`src/ssvs_regs.svh`:
```
// Register offsets, field positions, factory defaults and sizes of the sleep
// state and voltage select bank.
// Assumes it is included by the package and by the bank module by bare name.
`ifndef SSVS_REGS_SVH
`define SSVS_REGS_SVH

`define SSVS_OFS_KEEP_ACTIVE_ONE 8'h27
`define SSVS_OFS_KEEP_ACTIVE_TWO 8'h28
`define SSVS_OFS_SWITCH_OFF_ONE 8'h29
`define SSVS_OFS_SWITCH_OFF_TWO 8'h2a
`define SSVS_OFS_BANK_SELECT 8'h2b
`define SSVS_OFS_PIN_MAP 8'h2c

`define SSVS_RST_KEEP_ACTIVE_ONE 8'h00
`define SSVS_RST_KEEP_ACTIVE_TWO 8'h00
`define SSVS_RST_SWITCH_OFF_ONE 8'h00
`define SSVS_RST_SWITCH_OFF_TWO 8'h00
`define SSVS_RST_BANK_SELECT 8'h00
`define SSVS_RST_PIN_MAP 8'he4

`define SSVS_KEEP_TWO_USED_MASK 8'h3f
`define SSVS_THERMAL_OFF_BIT 7
`define SSVS_SLOW_CLOCK_OFF_BIT 6
`define SSVS_BANK_LINEAR_LSB 4
`define SSVS_MAP_FIELD_WIDTH 2
`define SSVS_RAIL_COUNT 14
`define SSVS_LINEAR_COUNT 10
`define SSVS_BUCK_COUNT 4
`define SSVS_MAPPED_COUNT 4
`define SSVS_PIN_SYNC_WIDTH 6

`endif

```
`src/ssvs_pkg.sv`:
```
// Types shared by the sleep state and voltage select bank and its bench.
// Assumes ssvs_regs.svh is on the include path.
`include "ssvs_regs.svh"

package ssvs_pkg;

    typedef enum logic [1:0] {
        SSVS_RAIL_ACTIVE = 2'h0,
        SSVS_RAIL_ECONOMY = 2'h1,
        SSVS_RAIL_OFF = 2'h2
    } ssvs_rail_mode_e;

    typedef enum logic [1:0] {
        SSVS_PWR_RUN = 2'h1,
        SSVS_PWR_SLEEP = 2'h2
    } ssvs_pwr_state_e;

    typedef struct packed {
        logic wr;
        logic rd;
        logic [7:0] addr;
        logic [7:0] wdata;
    } ssvs_reg_req_s;

    typedef struct packed {
        logic ack;
        logic [7:0] rdata;
    } ssvs_reg_rsp_s;

    typedef ssvs_rail_mode_e [`SSVS_RAIL_COUNT-1:0] ssvs_rail_modes_t;

endpackage : ssvs_pkg

```
`src/ssvs_sync.sv`:
```
// Two flip-flop synchroniser for pins that arrive from outside the clock domain.
// Assumes a free-running clk and a synchronous active-low reset.
module ssvs_sync #(
    parameter int W = 1
) (
    input wire logic clk,
    input wire logic rst_n,
    input wire logic [W-1:0] async_in,
    output logic [W-1:0] sync_out
);
    logic [W-1:0] meta_reg;
    logic [W-1:0] meta_next;
    logic [W-1:0] sync_reg;
    logic [W-1:0] sync_next;

    always_comb begin
        meta_next = async_in;
        sync_next = meta_reg;
    end

    always_ff @(posedge clk) begin
        if (!rst_n) begin
            meta_reg <= '0;
            sync_reg <= '0;
        end else begin
            meta_reg <= meta_next;
            sync_reg <= sync_next;
        end
    end

    assign sync_out = sync_reg;

endmodule : ssvs_sync

```
`src/ssvs_sleep_bank.sv`:
```
// Sleep state and voltage select register bank with the sleep decision logic.
// Assumes a 100 MHz clk, a synchronous active-low reset taken as power-on reset,
// a register port from the control interface on the same clock, and sleep and
// scaling pins plus the strap arriving asynchronously from the board.
`include "ssvs_regs.svh"

// What this block does
// - Thermal-monitor and slow-clock-output sleep bits keep their function on in SLEEP at 0 and switch it off at 1.
// - A rail's switch-off bit at 0 leaves SLEEP behaviour to keep-active, at 1 turns it off when keep-active is 0.
// - In SLEEP a rail is economy for keep 0 and off 0 (active for a buck with forced-mode 1), active for keep 1, and off for keep 0 with off 1.
// - Each bank-select bit picks the primary voltage register at 0 and the alternate at 1, in every outcome.
// - Each linear pin-map field picks scaling pin 1, 2, 3 or 4 for codes 00, 01, 10 and 11.
// - A mapped linear regulator's bank-select bit is set and cleared to follow the selected pin.
// - The fourth linear regulator's pin map only acts while the second configuration strap is low.
// - Map fields sit at bits 7-6, 5-4, 3-2 and 1-0 for linear regulators 4, 3, 2 and 1.
// - Power-on reset reloads the bank-select and pin-map registers with factory values.
// - Keep-active 0 with switch-off 0 gives economy unless the buck's forced-mode bit is 1, and keep-active 1 keeps it active.
module ssvs_sleep_bank #(
    parameter logic [7:0] KEEP_ACTIVE_ONE_FACTORY = `SSVS_RST_KEEP_ACTIVE_ONE,
    parameter logic [7:0] KEEP_ACTIVE_TWO_FACTORY = `SSVS_RST_KEEP_ACTIVE_TWO,
    parameter logic [7:0] SWITCH_OFF_ONE_FACTORY = `SSVS_RST_SWITCH_OFF_ONE,
    parameter logic [7:0] SWITCH_OFF_TWO_FACTORY = `SSVS_RST_SWITCH_OFF_TWO,
    parameter logic [7:0] BANK_SELECT_FACTORY = `SSVS_RST_BANK_SELECT,
    parameter logic [7:0] PIN_MAP_FACTORY = `SSVS_RST_PIN_MAP
) (
    input wire logic clk,
    input wire logic rst_n,
    input wire ssvs_pkg::ssvs_reg_req_s reg_req,
    output ssvs_pkg::ssvs_reg_rsp_s reg_rsp,
    input wire logic sleep_pin,
    input wire logic [3:0] buck_scaling_pin,
    input wire logic config_strap_two,
    input wire logic [3:0] buck_forced_mode,
    output ssvs_pkg::ssvs_rail_modes_t rail_mode,
    output logic [7:0] voltage_bank_select,
    output logic thermal_monitor_en,
    output logic slow_clock_out_en,
    output logic in_sleep
);
    import ssvs_pkg::*;

    // Picks one scaling pin level by a two-bit map code.
    function automatic logic pin_by_code(input logic [1:0] code, input logic [3:0] pins);
        logic lvl;
        lvl = 1'b0;
        unique case (code)
            2'h0: lvl = pins[0];
            2'h1: lvl = pins[1];
            2'h2: lvl = pins[2];
            2'h3: lvl = pins[3];
        endcase
        return lvl;
    endfunction : pin_by_code

    // Sleep outcome of one rail from its keep-active, switch-off and forced-mode bits.
    function automatic ssvs_rail_mode_e sleep_outcome(input logic keep, input logic off,
                                                      input logic forced);
        ssvs_rail_mode_e m;
        m = SSVS_RAIL_ACTIVE;
        if (keep) begin
            m = SSVS_RAIL_ACTIVE;
        end else if (off) begin
            m = SSVS_RAIL_OFF;
        end else if (forced) begin
            m = SSVS_RAIL_ACTIVE;
        end else begin
            m = SSVS_RAIL_ECONOMY;
        end
        return m;
    endfunction : sleep_outcome

    // Register address decode shared by the write and read paths.
    function automatic logic addr_hit(input logic [7:0] addr, input logic [7:0] ofs);
        return addr == ofs;
    endfunction : addr_hit

    // Pin synchronisation: sleep, four scaling pins and the strap.
    logic [`SSVS_PIN_SYNC_WIDTH-1:0] pins_sync;
    logic sleep_s;
    logic [3:0] scaling_s;
    logic strap_s;

    ssvs_sync #(
        .W(`SSVS_PIN_SYNC_WIDTH)
    ) u_pin_sync (
        .clk(clk),
        .rst_n(rst_n),
        .async_in({config_strap_two, buck_scaling_pin, sleep_pin}),
        .sync_out(pins_sync)
    );

    assign sleep_s = pins_sync[0];
    assign scaling_s = pins_sync[4:1];
    assign strap_s = pins_sync[5];

    // Register group.
    logic [7:0] keep_active_one_reg;
    logic [7:0] keep_active_one_next;
    logic [7:0] keep_active_two_reg;
    logic [7:0] keep_active_two_next;
    logic [7:0] sleep_switch_off_one_reg;
    logic [7:0] sleep_switch_off_one_next;
    logic [7:0] sleep_switch_off_two_reg;
    logic [7:0] sleep_switch_off_two_next;
    logic [7:0] voltage_bank_select_reg;
    logic [7:0] voltage_bank_select_next;
    logic [7:0] scaling_pin_map_reg;
    logic [7:0] scaling_pin_map_next;
    ssvs_reg_rsp_s rsp_reg;
    ssvs_reg_rsp_s rsp_next;

    // Per linear regulator 1 to 4: whether the pin drives its bank bit, and the level.
    logic [`SSVS_MAPPED_COUNT-1:0] map_active;
    logic [`SSVS_MAPPED_COUNT-1:0] map_level;

    genvar gi;
    generate
        for (gi = 0; gi < `SSVS_MAPPED_COUNT; gi++) begin : g_map
            // Field of regulator gi+1 sits at bits 2*gi+1 : 2*gi.
            assign map_level[gi] = pin_by_code(
                scaling_pin_map_reg[gi*`SSVS_MAP_FIELD_WIDTH +: `SSVS_MAP_FIELD_WIDTH],
                scaling_s);
            if (gi == `SSVS_MAPPED_COUNT - 1) begin : g_strap
                assign map_active[gi] = ~strap_s;
            end else begin : g_plain
                assign map_active[gi] = 1'b1;
            end
        end
    endgenerate

    always_comb begin
        keep_active_one_next = keep_active_one_reg;
        keep_active_two_next = keep_active_two_reg;
        sleep_switch_off_one_next = sleep_switch_off_one_reg;
        sleep_switch_off_two_next = sleep_switch_off_two_reg;
        voltage_bank_select_next = voltage_bank_select_reg;
        scaling_pin_map_next = scaling_pin_map_reg;
        rsp_next.ack = reg_req.wr | reg_req.rd;
        rsp_next.rdata = 8'h00;

        if (reg_req.wr) begin
            if (addr_hit(reg_req.addr, `SSVS_OFS_KEEP_ACTIVE_ONE)) begin
                keep_active_one_next = reg_req.wdata;
            end
            if (addr_hit(reg_req.addr, `SSVS_OFS_KEEP_ACTIVE_TWO)) begin
                keep_active_two_next = reg_req.wdata & `SSVS_KEEP_TWO_USED_MASK;
            end
            if (addr_hit(reg_req.addr, `SSVS_OFS_SWITCH_OFF_ONE)) begin
                sleep_switch_off_one_next = reg_req.wdata;
            end
            if (addr_hit(reg_req.addr, `SSVS_OFS_SWITCH_OFF_TWO)) begin
                sleep_switch_off_two_next = reg_req.wdata;
            end
            if (addr_hit(reg_req.addr, `SSVS_OFS_BANK_SELECT)) begin
                voltage_bank_select_next = reg_req.wdata;
            end
            if (addr_hit(reg_req.addr, `SSVS_OFS_PIN_MAP)) begin
                scaling_pin_map_next = reg_req.wdata;
            end
        end

        // A mapped bank bit follows its pin, over a software write in the same cycle.
        for (int i = 0; i < `SSVS_MAPPED_COUNT; i++) begin
            if (map_active[i]) begin
                voltage_bank_select_next[`SSVS_BANK_LINEAR_LSB + i] = map_level[i];
            end
        end

        // A read returns the value held before any write in the same cycle.
        if (reg_req.rd) begin
            if (addr_hit(reg_req.addr, `SSVS_OFS_KEEP_ACTIVE_ONE)) begin
                rsp_next.rdata = keep_active_one_reg;
            end else if (addr_hit(reg_req.addr, `SSVS_OFS_KEEP_ACTIVE_TWO)) begin
                rsp_next.rdata = keep_active_two_reg & `SSVS_KEEP_TWO_USED_MASK;
            end else if (addr_hit(reg_req.addr, `SSVS_OFS_SWITCH_OFF_ONE)) begin
                rsp_next.rdata = sleep_switch_off_one_reg;
            end else if (addr_hit(reg_req.addr, `SSVS_OFS_SWITCH_OFF_TWO)) begin
                rsp_next.rdata = sleep_switch_off_two_reg;
            end else if (addr_hit(reg_req.addr, `SSVS_OFS_BANK_SELECT)) begin
                rsp_next.rdata = voltage_bank_select_reg;
            end else if (addr_hit(reg_req.addr, `SSVS_OFS_PIN_MAP)) begin
                rsp_next.rdata = scaling_pin_map_reg;
            end else begin
                rsp_next.rdata = 8'h00;
            end
        end
    end

    always_ff @(posedge clk) begin
        if (!rst_n) begin
            keep_active_one_reg <= KEEP_ACTIVE_ONE_FACTORY;
            keep_active_two_reg <= KEEP_ACTIVE_TWO_FACTORY & `SSVS_KEEP_TWO_USED_MASK;
            sleep_switch_off_one_reg <= SWITCH_OFF_ONE_FACTORY;
            sleep_switch_off_two_reg <= SWITCH_OFF_TWO_FACTORY;
            voltage_bank_select_reg <= BANK_SELECT_FACTORY;
            scaling_pin_map_reg <= PIN_MAP_FACTORY;
            rsp_reg <= '0;
        end else begin
            keep_active_one_reg <= keep_active_one_next;
            keep_active_two_reg <= keep_active_two_next;
            sleep_switch_off_one_reg <= sleep_switch_off_one_next;
            sleep_switch_off_two_reg <= sleep_switch_off_two_next;
            voltage_bank_select_reg <= voltage_bank_select_next;
            scaling_pin_map_reg <= scaling_pin_map_next;
            rsp_reg <= rsp_next;
        end
    end

    // Power state group.
    ssvs_pwr_state_e state_reg;
    ssvs_pwr_state_e state_next;

    always_comb begin
        state_next = state_reg;
        unique case (state_reg)
            SSVS_PWR_RUN: begin
                if (sleep_s) begin
                    state_next = SSVS_PWR_SLEEP;
                end
            end
            SSVS_PWR_SLEEP: begin
                if (!sleep_s) begin
                    state_next = SSVS_PWR_RUN;
                end
            end
            default: begin
                state_next = SSVS_PWR_RUN;
            end
        endcase
    end

    always_ff @(posedge clk) begin
        if (!rst_n) begin
            state_reg <= SSVS_PWR_RUN;
        end else begin
            state_reg <= state_next;
        end
    end

    // Output group: rail outcomes use the current registers, thermal, slow-clock and bank outcomes the next values.
    logic [`SSVS_RAIL_COUNT-1:0] keep_vec;
    logic [`SSVS_RAIL_COUNT-1:0] off_vec;
    logic [`SSVS_RAIL_COUNT-1:0] forced_vec;
    ssvs_rail_modes_t rail_mode_reg;
    ssvs_rail_modes_t rail_mode_next;
    logic thermal_en_reg;
    logic thermal_en_next;
    logic slow_clock_en_reg;
    logic slow_clock_en_next;
    logic in_sleep_reg;
    logic in_sleep_next;
    logic [7:0] bank_out_reg;
    logic [7:0] bank_out_next;

    // Rails 0-9 are linear regulators 1-10, rails 10-13 are bucks 1-4.
    assign keep_vec = {keep_active_two_reg[5:0], keep_active_one_reg};
    assign off_vec = {sleep_switch_off_two_reg[5:0], sleep_switch_off_one_reg};
    assign forced_vec = {buck_forced_mode, {`SSVS_LINEAR_COUNT{1'b0}}};

    always_comb begin
        in_sleep_next = (state_next == SSVS_PWR_SLEEP);
        bank_out_next = voltage_bank_select_next;
        thermal_en_next = 1'b1;
        slow_clock_en_next = 1'b1;
        for (int r = 0; r < `SSVS_RAIL_COUNT; r++) begin
            rail_mode_next[r] = SSVS_RAIL_ACTIVE;
        end
        if (in_sleep_next) begin
            thermal_en_next = ~sleep_switch_off_two_next[`SSVS_THERMAL_OFF_BIT];
            slow_clock_en_next = ~sleep_switch_off_two_next[`SSVS_SLOW_CLOCK_OFF_BIT];
            for (int r = 0; r < `SSVS_RAIL_COUNT; r++) begin
                rail_mode_next[r] = sleep_outcome(keep_vec[r], off_vec[r],
                                                  forced_vec[r]);
            end
        end
    end

    always_ff @(posedge clk) begin
        if (!rst_n) begin
            in_sleep_reg <= 1'b0;
            bank_out_reg <= BANK_SELECT_FACTORY;
            thermal_en_reg <= 1'b1;
            slow_clock_en_reg <= 1'b1;
            rail_mode_reg <= ssvs_rail_modes_t'({`SSVS_RAIL_COUNT{SSVS_RAIL_ACTIVE}});
        end else begin
            in_sleep_reg <= in_sleep_next;
            bank_out_reg <= bank_out_next;
            thermal_en_reg <= thermal_en_next;
            slow_clock_en_reg <= slow_clock_en_next;
            rail_mode_reg <= rail_mode_next;
        end
    end

    assign reg_rsp = rsp_reg;
    assign rail_mode = rail_mode_reg;
    assign voltage_bank_select = bank_out_reg;
    assign thermal_monitor_en = thermal_en_reg;
    assign slow_clock_out_en = slow_clock_en_reg;
    assign in_sleep = in_sleep_reg;

endmodule : ssvs_sleep_bank

```
`config.mk`:
```
export PLATFORM = sky130hd
export DESIGN_NAME = ssvs_sleep_bank
export DESIGN_NICKNAME = d
export VERILOG_FILES = /design/src/ssvs_pkg.sv /design/src/ssvs_sync.sv /design/src/ssvs_sleep_bank.sv
export VERILOG_INCLUDE_DIRS = /design/src
export SDC_FILE = /design/constraint.sdc
export NUM_CORES = 1
export LEC_CHECK = 0
export ABC_AREA = 1
export BUFFER_PORTS_ARGS = -buffer_cell sky130_fd_sc_hd__buf_4
export CAP_MARGIN = 20
export CORE_UTILIZATION = 40
export DETAILED_ROUTE_END_ITERATION = 16
export SLEW_MARGIN = 40
export SYNTH_ARGS = -nofsm -noshare
export SYNTH_HDL_FRONTEND = slang
export SYNTH_HIERARCHICAL = 1
export SYNTH_SLANG_ARGS = --single-unit
```
`constraint.sdc`:
```
create_clock -name clk -period 1.8 [get_ports clk]
set_input_delay 0.09 -clock clk [delete_from_list [all_inputs] [get_ports clk]]
set_output_delay 0.09 -clock clk [all_outputs]
set_load 0.005 [all_outputs]
```
==> flow_summary.ini, run 1 <==
[grt]
track_usage = 0.193
grt_pass1_wl_um = 14700
grt_max_degree = 37
antenna_found_initial = 0
grt_overflow = 0
grt_pass1_vias = 3121

[min_path]
whs_endpoint = reg_rsp[8]
hold-path-cell-count = 3
min_from = reg_req[16]
hold_class = in -> reg

[detailed_routing]
dr_total_vias = 3406
wl_um = 9130
route.detailed.drc = 0
via_per_inst = 4.72
ant_nets = 0
drtPass1Iterations = 4
routedWlPerCell_um = 12.7
drtIter0Drc = 169

[floorplan]
die-area_um2 = 9950
die_h_um = 99.8
core_area_um2 = 9240
core.rowCount = 35
fp.dieW_um = 99.8
ios = 78
initial_utilization = 0.414

[final_layout]
post-route-util = 0.526
multiInputGateArea_um2 = 1400
diodes = 0
area_growth_pct = 27.1
drive_gt1_frac = 0.186
fillers = 892
fin_nets = 620
seq_area_um2 = 2000
largest_reg_flops = 28

[sta]
setup_tns_ps = 0
worstMarginPinSlew_ps = 427
grt_setup_unrepaired = no
finalHoldViolCount = 0
slew-limit-headroom = 0.714
period_share = 0.898
setup_violations = 0
layout_setup_ws_ps = 184
clock_skew_ps = 5.70
drv_slew = 0
layout_min_cycle_time_ps = 1620
max_freq_mhz = 619

[synth]
yosysWarnings = 6
synthCells = 494
yosys.area.top_type = dfxtp_1
ys_types = 27
async_flop_share = 0
synth_edf_count = 0
synth_area_leaders = dfxtp_1 52%, inv_1 8.7%, nand2_1 7.2%
ys_ff_latch = 100
syn-num-nets = 526
yosysMostFrequentCell = dfxtp_1
synth_ff_type = dfxtp_1
syn_area_um2 = 3820
ys_seq_area_frac = 0.524
ys_top_cells_by_count = 100 x dfxtp_1, 89 x inv_1, 73 x nand2_1
synth_top_cell_area_share = 0.524
avgSynthCellArea_um2 = 7.74

[clocking]
worst_skew_pair.late_latency_ps = 360
max-clock-path-buffers = 2
cts_num_sinks = 100
cts_buffers = 9
cts.clk_slew.worst_paths_ps = 90
htree_levels = 3
post-cts-setup-buffer-count = 0
clock-root-buffer = clkbuf_8
cts_tree = yes

[placed_design]
io_buffers = 77
place_congestion = 0.901
hpwl_um = 6610
dp_slack_ps = 208

[run]
drv_cap = 0

[worst_setup_path]
startpoint_type = flop
cp_max_fo = 17
reg2reg_to = rail_mode[22]
path_class = reg -> reg
worstRegToRegCells = 8
critPathRequiredTime_ps = 2090
r2r_setup_slack_ps = 180
end_kind = flop
timing.rr.start = state_reg[0]
cp.arrival_ps = 1900

[pwr]
peakVddDrop_uv = 449
p_per_area_nw_per_um2 = 791
leakage_nw = 2.25

[outcome]
status = finished, final reports clean
worst max-delay path: stages, from the launching register on:
cell	delay, ps
dfxtp_1	380
inv_1	60
ha_1	290
inv_1	90
nand3_1	120
nor3_4	210
buf_12	170
nand2_1	80
nor3_1	140
report_power, final:
group	switching (mW)	internal, mW	total (mW)
clock	0.731	0.488	1.22
combinational	0.187	0.155	0.342
sequential	0.0233	2.26	2.28
layer usage:
layer | wire [um] | GRT usage
met5 | 0 | 0
met2 | 4310 | 0.317
met3 | 408 | 0.0464
met4 | 167 | 0.0735
met1 | 4250 | 0.246
worst max-delay path by stage:
stage            startpoint            end  slack [ps]  cells after the start
2_1_floorplan  state_reg[0]   rail_mode[0]         300                      8
5_1_grt        state_reg[0]  rail_mode[22]          20                      8
4_1_cts        state_reg[0]  rail_mode[26]         180                      8
6_report       state_reg[0]  rail_mode[22]         180                      8
3_5_place_dp   state_reg[0]  rail_mode[22]         210                      8
3_3_place_gp   state_reg[0]  rail_mode[22]         280                      8
cells in the final DEF, fill, tap and decap left out:
cell type and instances:
nor3_2 1, nand2_2 1, nand3_1 40, buf_12 2, nor3_1 4, nor2_1 46
clkinvlp_4 2, buf_4 81, o22ai_1 1, nor3_4 2, dfxtp_1 100, nor2_4 2
nand3_2 2, ha_1 2, clkinv_2 3, a21oi_1 44, o211ai_1 4, nand4_1 4
nor2_2 2, clkbuf_8 9, or2_2 2, inv_1 89, a31oi_1 3, nand2_1 73
nand4_2 1, o21ai_1 7, o21bai_1 1, o21ai_0 48, clkbuf_1 1, dlygate4sd3_1 15
through the flow:
step	area, um2	power, mW	instances	hold slack [ps]
after floorplan	3820	2.50	494	167
after global placement	4550	2.64	691	257
after detailed placement	4550	2.65	691	257
after CTS	4860	3.89	721	1.28
after global routing	4860	4.01	721	6.78
final	4860	3.84	721	16.0
area by class of cell:
class | count | area share
multi-input cells | 290 | 0.289
well taps | 129 | 0.0332
clock buffers | 10 | 0.0263
clock inverters | 5 | 0.00618
flip-flops and latches | 100 | 0.412
inverters | 89 | 0.0688
repair buffers | 98 | 0.164
cell families (layout without fill, tap and decap cells):
logic type | Yosys count | after routing | share of synthesized area
flops | 100 | 100 | 0.524
buf+inv | 104 | 202 | 0.109
fa+ha+maj | 2 | 2 | 0.00655
simple gates | 180 | 180 | 0.215
compound gates | 108 | 108 | 0.146
repair_timing:
item                      in CTS  in global routing
hold endpoints to repair      16                  0
hold buffers                  15                  0
gates resized for setup        0                  0
(Power assumes the default switching activity.)
==> inputs of run 2 (changes only) <==
Settings changed: ABC_AREA 1 to not set, BUFFER_PORTS_ARGS -buffer_cell sky130_fd_sc_hd__buf_4 to -buffer_cell sky130_fd_sc_hd__buf_2.
==> run 2 against run 1 <==
Net effect:
- global-route usage is 0.60 points higher
- clock power is 30% higher
- register-to-register slack worse by 110 ps
- critical path depth is 2 lower
- via count is 8.7% lower
- core utilization is 1.3 points lower
- count of clock-buffer cells in the layout stayed put
- critical path type unchanged
==> flow_summary.ini, run 2 <==
[sta]
layout_setup_ws_ps = 70.9
grt_setup_unrepaired = yes
finalHoldViolCount = 0
layout_min_cycle_time_ps = 1730
setup_tns_ps = 0
worstMarginPinSlew_ps = 445
period_share = 0.961
max_freq_mhz = 578
clock_skew_ps = 9.96
slew-limit-headroom = 0.696
setup_violations = 0
drv_slew = 0
fin_hold_ws_ps = 14.2

[clocking]
max-clock-path-buffers = 2
cts_buffers = 9
cts.clk_slew.worst_paths_ps = 90
cts_num_sinks = 100
htree_levels = 3
cts_tree = yes
clock-root-buffer = clkbuf_8
worst_skew_pair.late_latency_ps = 370

[synth]
ys_ff_latch = 100
yosysMostFrequentCell = dfxtp_1
syn_area_um2 = 4030
synth_top_cell_area_share = 0.497
syn-num-nets = 404
yosys.area.top_type = dfxtp_1
yosysWarnings = 6
synth_area_leaders = dfxtp_1 50%, mux2i_1 11%, nor2b_1 6.8%
async_flop_share = 0
ys_top_cells_by_count = 100 x dfxtp_1, 44 x mux2i_1, 44 x nor2b_1
synth_edf_count = 0
synthCells = 372
synth_ff_type = dfxtp_1
avgSynthCellArea_um2 = 10.8
ys_types = 49
ys_seq_area_frac = 0.497

[pwr]
p_total_mw = 4.40
p_per_area_nw_per_um2 = 879
leakage_nw = 2.24
peakVddDrop_uv = 700

[floorplan]
die_h_um = 102
die-area_um2 = 10500
core.rowCount = 36
core_area_um2 = 9770
ios = 78
initial_utilization = 0.412
fp.dieW_um = 102

[worst_setup_path]
end_kind = flop
path_class = reg -> reg
cp_max_fo = 16
startpoint_type = flop
critPathRequiredTime_ps = 2050
cp.arrival_ps = 1980

[grt]
grt_pass1_vias = 2928
busiest_layer = met2
met3_usage = 0.0445
antenna_found_initial = 0
grt_pass1_wl_um = 15500
met1_usage = 0.266
track_usage = 0.199
grt_use_met2 = 0.314
grt_overflow = 0
grt_max_degree = 37

[detailed_routing]
ant_nets = 0
drtIter0Drc = 131
drtPass1Iterations = 4
routedWlPerCell_um = 16.4
route.detailed.drc = 0
via_per_inst = 5.16
dr_total_vias = 3109
wl_um = 9870

[placed_design]
place_congestion = 0.855
io_buffers = 77
hpwl_um = 6890
dpl_cell_area_um2 = 4580
dp_slack_ps = 5.97

[final_layout]
largest_reg_flops = 28
final_common_cell = dfxtp_1
diodes = 0
area_growth_pct = 24.4
drive_gt1_frac = 0.301
final_area_um2 = 5010
mostFrequentLayoutCells = 100 x dfxtp_1, 77 x buf_2, 44 x mux2i_1, 44 x nor2b_1, 15 x nor4_1
fin_nets = 496

[run]
drv_cap = 0

[min_path]
hold_class = in -> reg

[outcome]
status = finished, final reports clean
-- run 2: cell types whose count changed after synthesis, moves of 38 or more --
cell and change:
nor2b_1 +44, a21oi_1 -39, nand2_1 -66, inv_1 -79, mux2i_1 +44, nor2_1 -38
-- run 2: where the power goes --
group          total (mW)  switching, mW  leakage (nW)  internal (mW)
clock network        1.58          0.782         0.109          0.800
registers            2.28         0.0205         0.809           2.26
logic               0.542          0.316          1.32          0.226
total                4.40           1.12          2.24           3.28
-- run 2: worst paths after layout --
kind | start | endpoint | slack, ps | depth (start not counted)
setup reg to reg | state_reg[0] | thermal_monitor_en | 70 | 6
hold / removal | reg_req[5] | scaling_pin_map_reg[5] | 10 | 3
setup / recovery | state_reg[0] | thermal_monitor_en | 70 | 6
hold reg to reg | u_pin_sync/sync_out[5] | voltage_bank_select[7] | 440 | 1
-- run 2: timing repair --
action	4_1_cts	5_1_grt
hold buffers	13	0
gates resized for setup	1	7
endpoints found under the hold margin	13	0
setup buffers	0	2
endpoints found under the setup margin	1	8
pin swaps	0	2
cloned	0	1
-- run 2: worst max-delay path, stage by stage (launching register included) --
cell and delay, ps:
dfxtp_1 370, inv_1 60, ha_1 310, nand3b_1 160, buf_4 170, buf_12 150, or3_1 380
-- run 2: cell families after synthesis --
| family | count (synthesis) | synth area share |
|---|---|---|
| adder cells (fa/ha/maj) | 2 | 0.00621 |
| flip-flops | 100 | 0.497 |
| multiplexers | 51 | 0.140 |
| buffers and inverters | 34 | 0.0416 |
| AND/OR/NAND/NOR | 145 | 0.241 |
| AO/OA/AOI/OAI | 40 | 0.0740 |
-- run 2: metal layers --
layer,vias up,part of all wire
li1,1536,-
met5,-,0
met2,77,0.47
met4,0,0.018
met3,10,0.043
met1,1486,0.47
-- run 2: through the flow --
| step | util | instances |
|---|---|---|
| global route | 0.512 | 602 |
| CTS | 0.504 | 599 |
| global placement | 0.468 | 570 |
| floorplan | - | 372 |
| detailed placement | 0.468 | 570 |
| finish | 0.512 | 602 |
-- run 2: layout make-up --
type / instances / area (um2)
inverter: 10 / 37.5
sequential: 100 / 2000
fill: 919 / 4770
multi-input combinational: 238 / 1890
timing repair buffer: 105 / 683
clock inverter: 6 / 96.3
clock buffer: 10 / 128
tap: 133 / 166
==> inputs of run 3 (changes only) <==
==> constraint.sdc (replaced) <==
create_clock -name clk -period 1.8 [get_ports clk]
set_input_delay 0.36 -clock clk [delete_from_list [all_inputs] [get_ports clk]]
set_output_delay 0.36 -clock clk [all_outputs]
set_load 0.005 [all_outputs]
==> run 3 against run 2 <==
Net effect:
- core utilization decreased by 0.72 points
- critical path type unchanged
- clock power decreased by 15%
- highest routed layer is now met5
- sequential power about the same
- count of clock-buffer cells in the layout unchanged
- worst hold slack improved by 180 ps
- global-route usage increased by 0.61 points
==> flow_summary.ini, run 3 (synthesis results as in run 2) <==
[min_path]
hold_class = in -> reg

[floorplan]
ios = 78
core.rowCount = 36
die-area_um2 = 10500
fp.dieW_um = 102
initial_utilization = 0.412
die_h_um = 102
core_area_um2 = 9770

[detailed_routing]
routedWlPerCell_um = 16.6
ant_nets = 0
wl_um = 9960
route.detailed.drc = 0
dr_total_vias = 3107
drtPass1Iterations = 4
via_per_inst = 5.18
drtIter0Drc = 92

[sta]
max_freq_mhz = 587
clock_skew_ps = 12.6
setup_violations = 0
period_share = 0.946
fin_hold_ws_ps = 194
finalHoldViolCount = 0
worstMarginPinSlew_ps = 381
grt_setup_unrepaired = yes
layout_min_cycle_time_ps = 1700
slew-limit-headroom = 0.740
drv_slew = 0

[grt]
grt_use_met2 = 0.341
grt_pass1_wl_um = 16200
grt_pass1_vias = 3068
track_usage = 0.205
antenna_found_initial = 1
busiest_layer = met2
met3_usage = 0.0458
met1_usage = 0.270
grt_overflow = 0
grt_max_degree = 35

[final_layout]
mostFrequentLayoutCells = 100 x dfxtp_1, 77 x buf_2, 44 x mux2i_1, 44 x nor2b_1, 20 x buf_4
final_area_um2 = 4940
seq_area_um2 = 2000
final_cells = 600
drive_gt1_frac = 0.323
fillers = 920
diodes = 0
post-route-util = 0.505
fin_nets = 494
largest_reg_flops = 28
multiInputGateArea_um2 = 1890
area_growth_pct = 22.6
final_common_cell = dfxtp_1

[placed_design]
hpwl_um = 7220
dp_cells = 583
place_congestion = 0.841
dpl_cell_area_um2 = 4710
io_buffers = 77

[clocking]
max-clock-path-buffers = 2
htree_levels = 3
worst_skew_pair.late_latency_ps = 370
cts_buffers = 9
cts.clk_slew.worst_paths_ps = 100
cts_num_sinks = 100
clock-root-buffer = clkbuf_8
cts_tree = yes

[worst_setup_path]
crit_chain = inv_1 -> ha_1 -> nor2b_1 -> o21ai_1 -> nand3b_1 -> buf_4 -> or3_1
slowest_stage = dfxtp_1
cp_max_fo = 3
cpPeakStageDelay_ps = 350
end_kind = flop
cp.arrival_ps = 1960
critPathRequiredTime_ps = 2060
startpoint_type = flop
path_class = reg -> reg

[pwr]
p_per_area_nw_per_um2 = 840
leakage_nw = 2.23
peakVddDrop_uv = 760

[outcome]
status = finished, final reports clean

[run]
drv_cap = 0
run 3: cell count changes in the layout (fill, tap and decap cells not counted), sizes merged:
cell | previous run | this run
inv | 12 | 11
bufinv | 2 | 0
clkinvlp | 1 | 0
clkbuf | 11 | 10
buf | 91 | 103
dlygate4sd3 | 13 | 0
clkinv | 1 | 5
run 3: stage by stage:
| stage | setup slack, ps | power [mW] | setup TNS [ps] |
|---|---|---|---|
| 2_1_floorplan | 13.5 | 2.61 | 0 |
| 3_3_place_gp | -72.1 | 2.80 | -223 |
| 3_5_place_dp | -90.4 | 2.82 | -441 |
| 4_1_cts | 31.6 | 4.16 | 0 |
| 5_1_grt | -12.7 | 4.35 | -31.0 |
| 6_report | 97.5 | 4.15 | 0 |
run 3: worst max-delay path: cells and delay by family (launching register included):
| kind | cells | cell delay [ps] |
|---|---|---|
| AO/OA/AOI/OAI | 1 | 160 |
| adder cells (fa/ha/maj) | 1 | 200 |
| buffers and inverters | 2 | 230 |
| flip-flops | 1 | 350 |
| AND/OR/NAND/NOR | 3 | 650 |
run 3: layer usage:
layer | vias to the layer above | part of all wire | wire (um)
met1 | 1494 | 0.47 | 4680
met5 | - | 0.0016 | 16
met4 | 2 | 0.0064 | 64
li1 | 1527 | - | -
met2 | 74 | 0.48 | 4800
met3 | 10 | 0.040 | 402
run 3: final timing paths:
kind | from | endpoint | slack [ps] | cells after the start
max reg2reg | state_reg[1] | thermal_monitor_en | 100 | 7
min | sleep_pin | u_pin_sync/meta_reg[0] | 190 | 2
min reg2reg | u_pin_sync/meta_reg[4] | u_pin_sync/sync_out[4] | 440 | 1
max | state_reg[1] | thermal_monitor_en | 100 | 7
run 3: layout make-up:
cell class | instances | area share
multi-input cells | 238 | 0.382
clock buffers | 10 | 0.0258
flip-flops and latches | 100 | 0.405
clock inverters | 6 | 0.0122
inverters | 10 | 0.00760
repair buffers | 103 | 0.133
well taps | 133 | 0.0337
run 3: what timing repair did:
action | 4_1_cts | 5_1_grt
endpoints found under the setup margin | 0 | 24
setup buffers | 0 | 1
hold buffers | 0 | 0
gates resized for setup | 0 | 6
run 3: report_power, final:
| group | switching (mW) | leakage, nW | total, mW | internal (mW) |
|---|---|---|---|---|
| Clock | 0.817 | 0.0938 | 1.35 | 0.530 |
| Combinational | 0.308 | 1.33 | 0.524 | 0.217 |
| Sequential | 0.0199 | 0.809 | 2.28 | 2.26 |
| Total | 1.14 | 2.23 | 4.15 | 3.00 |
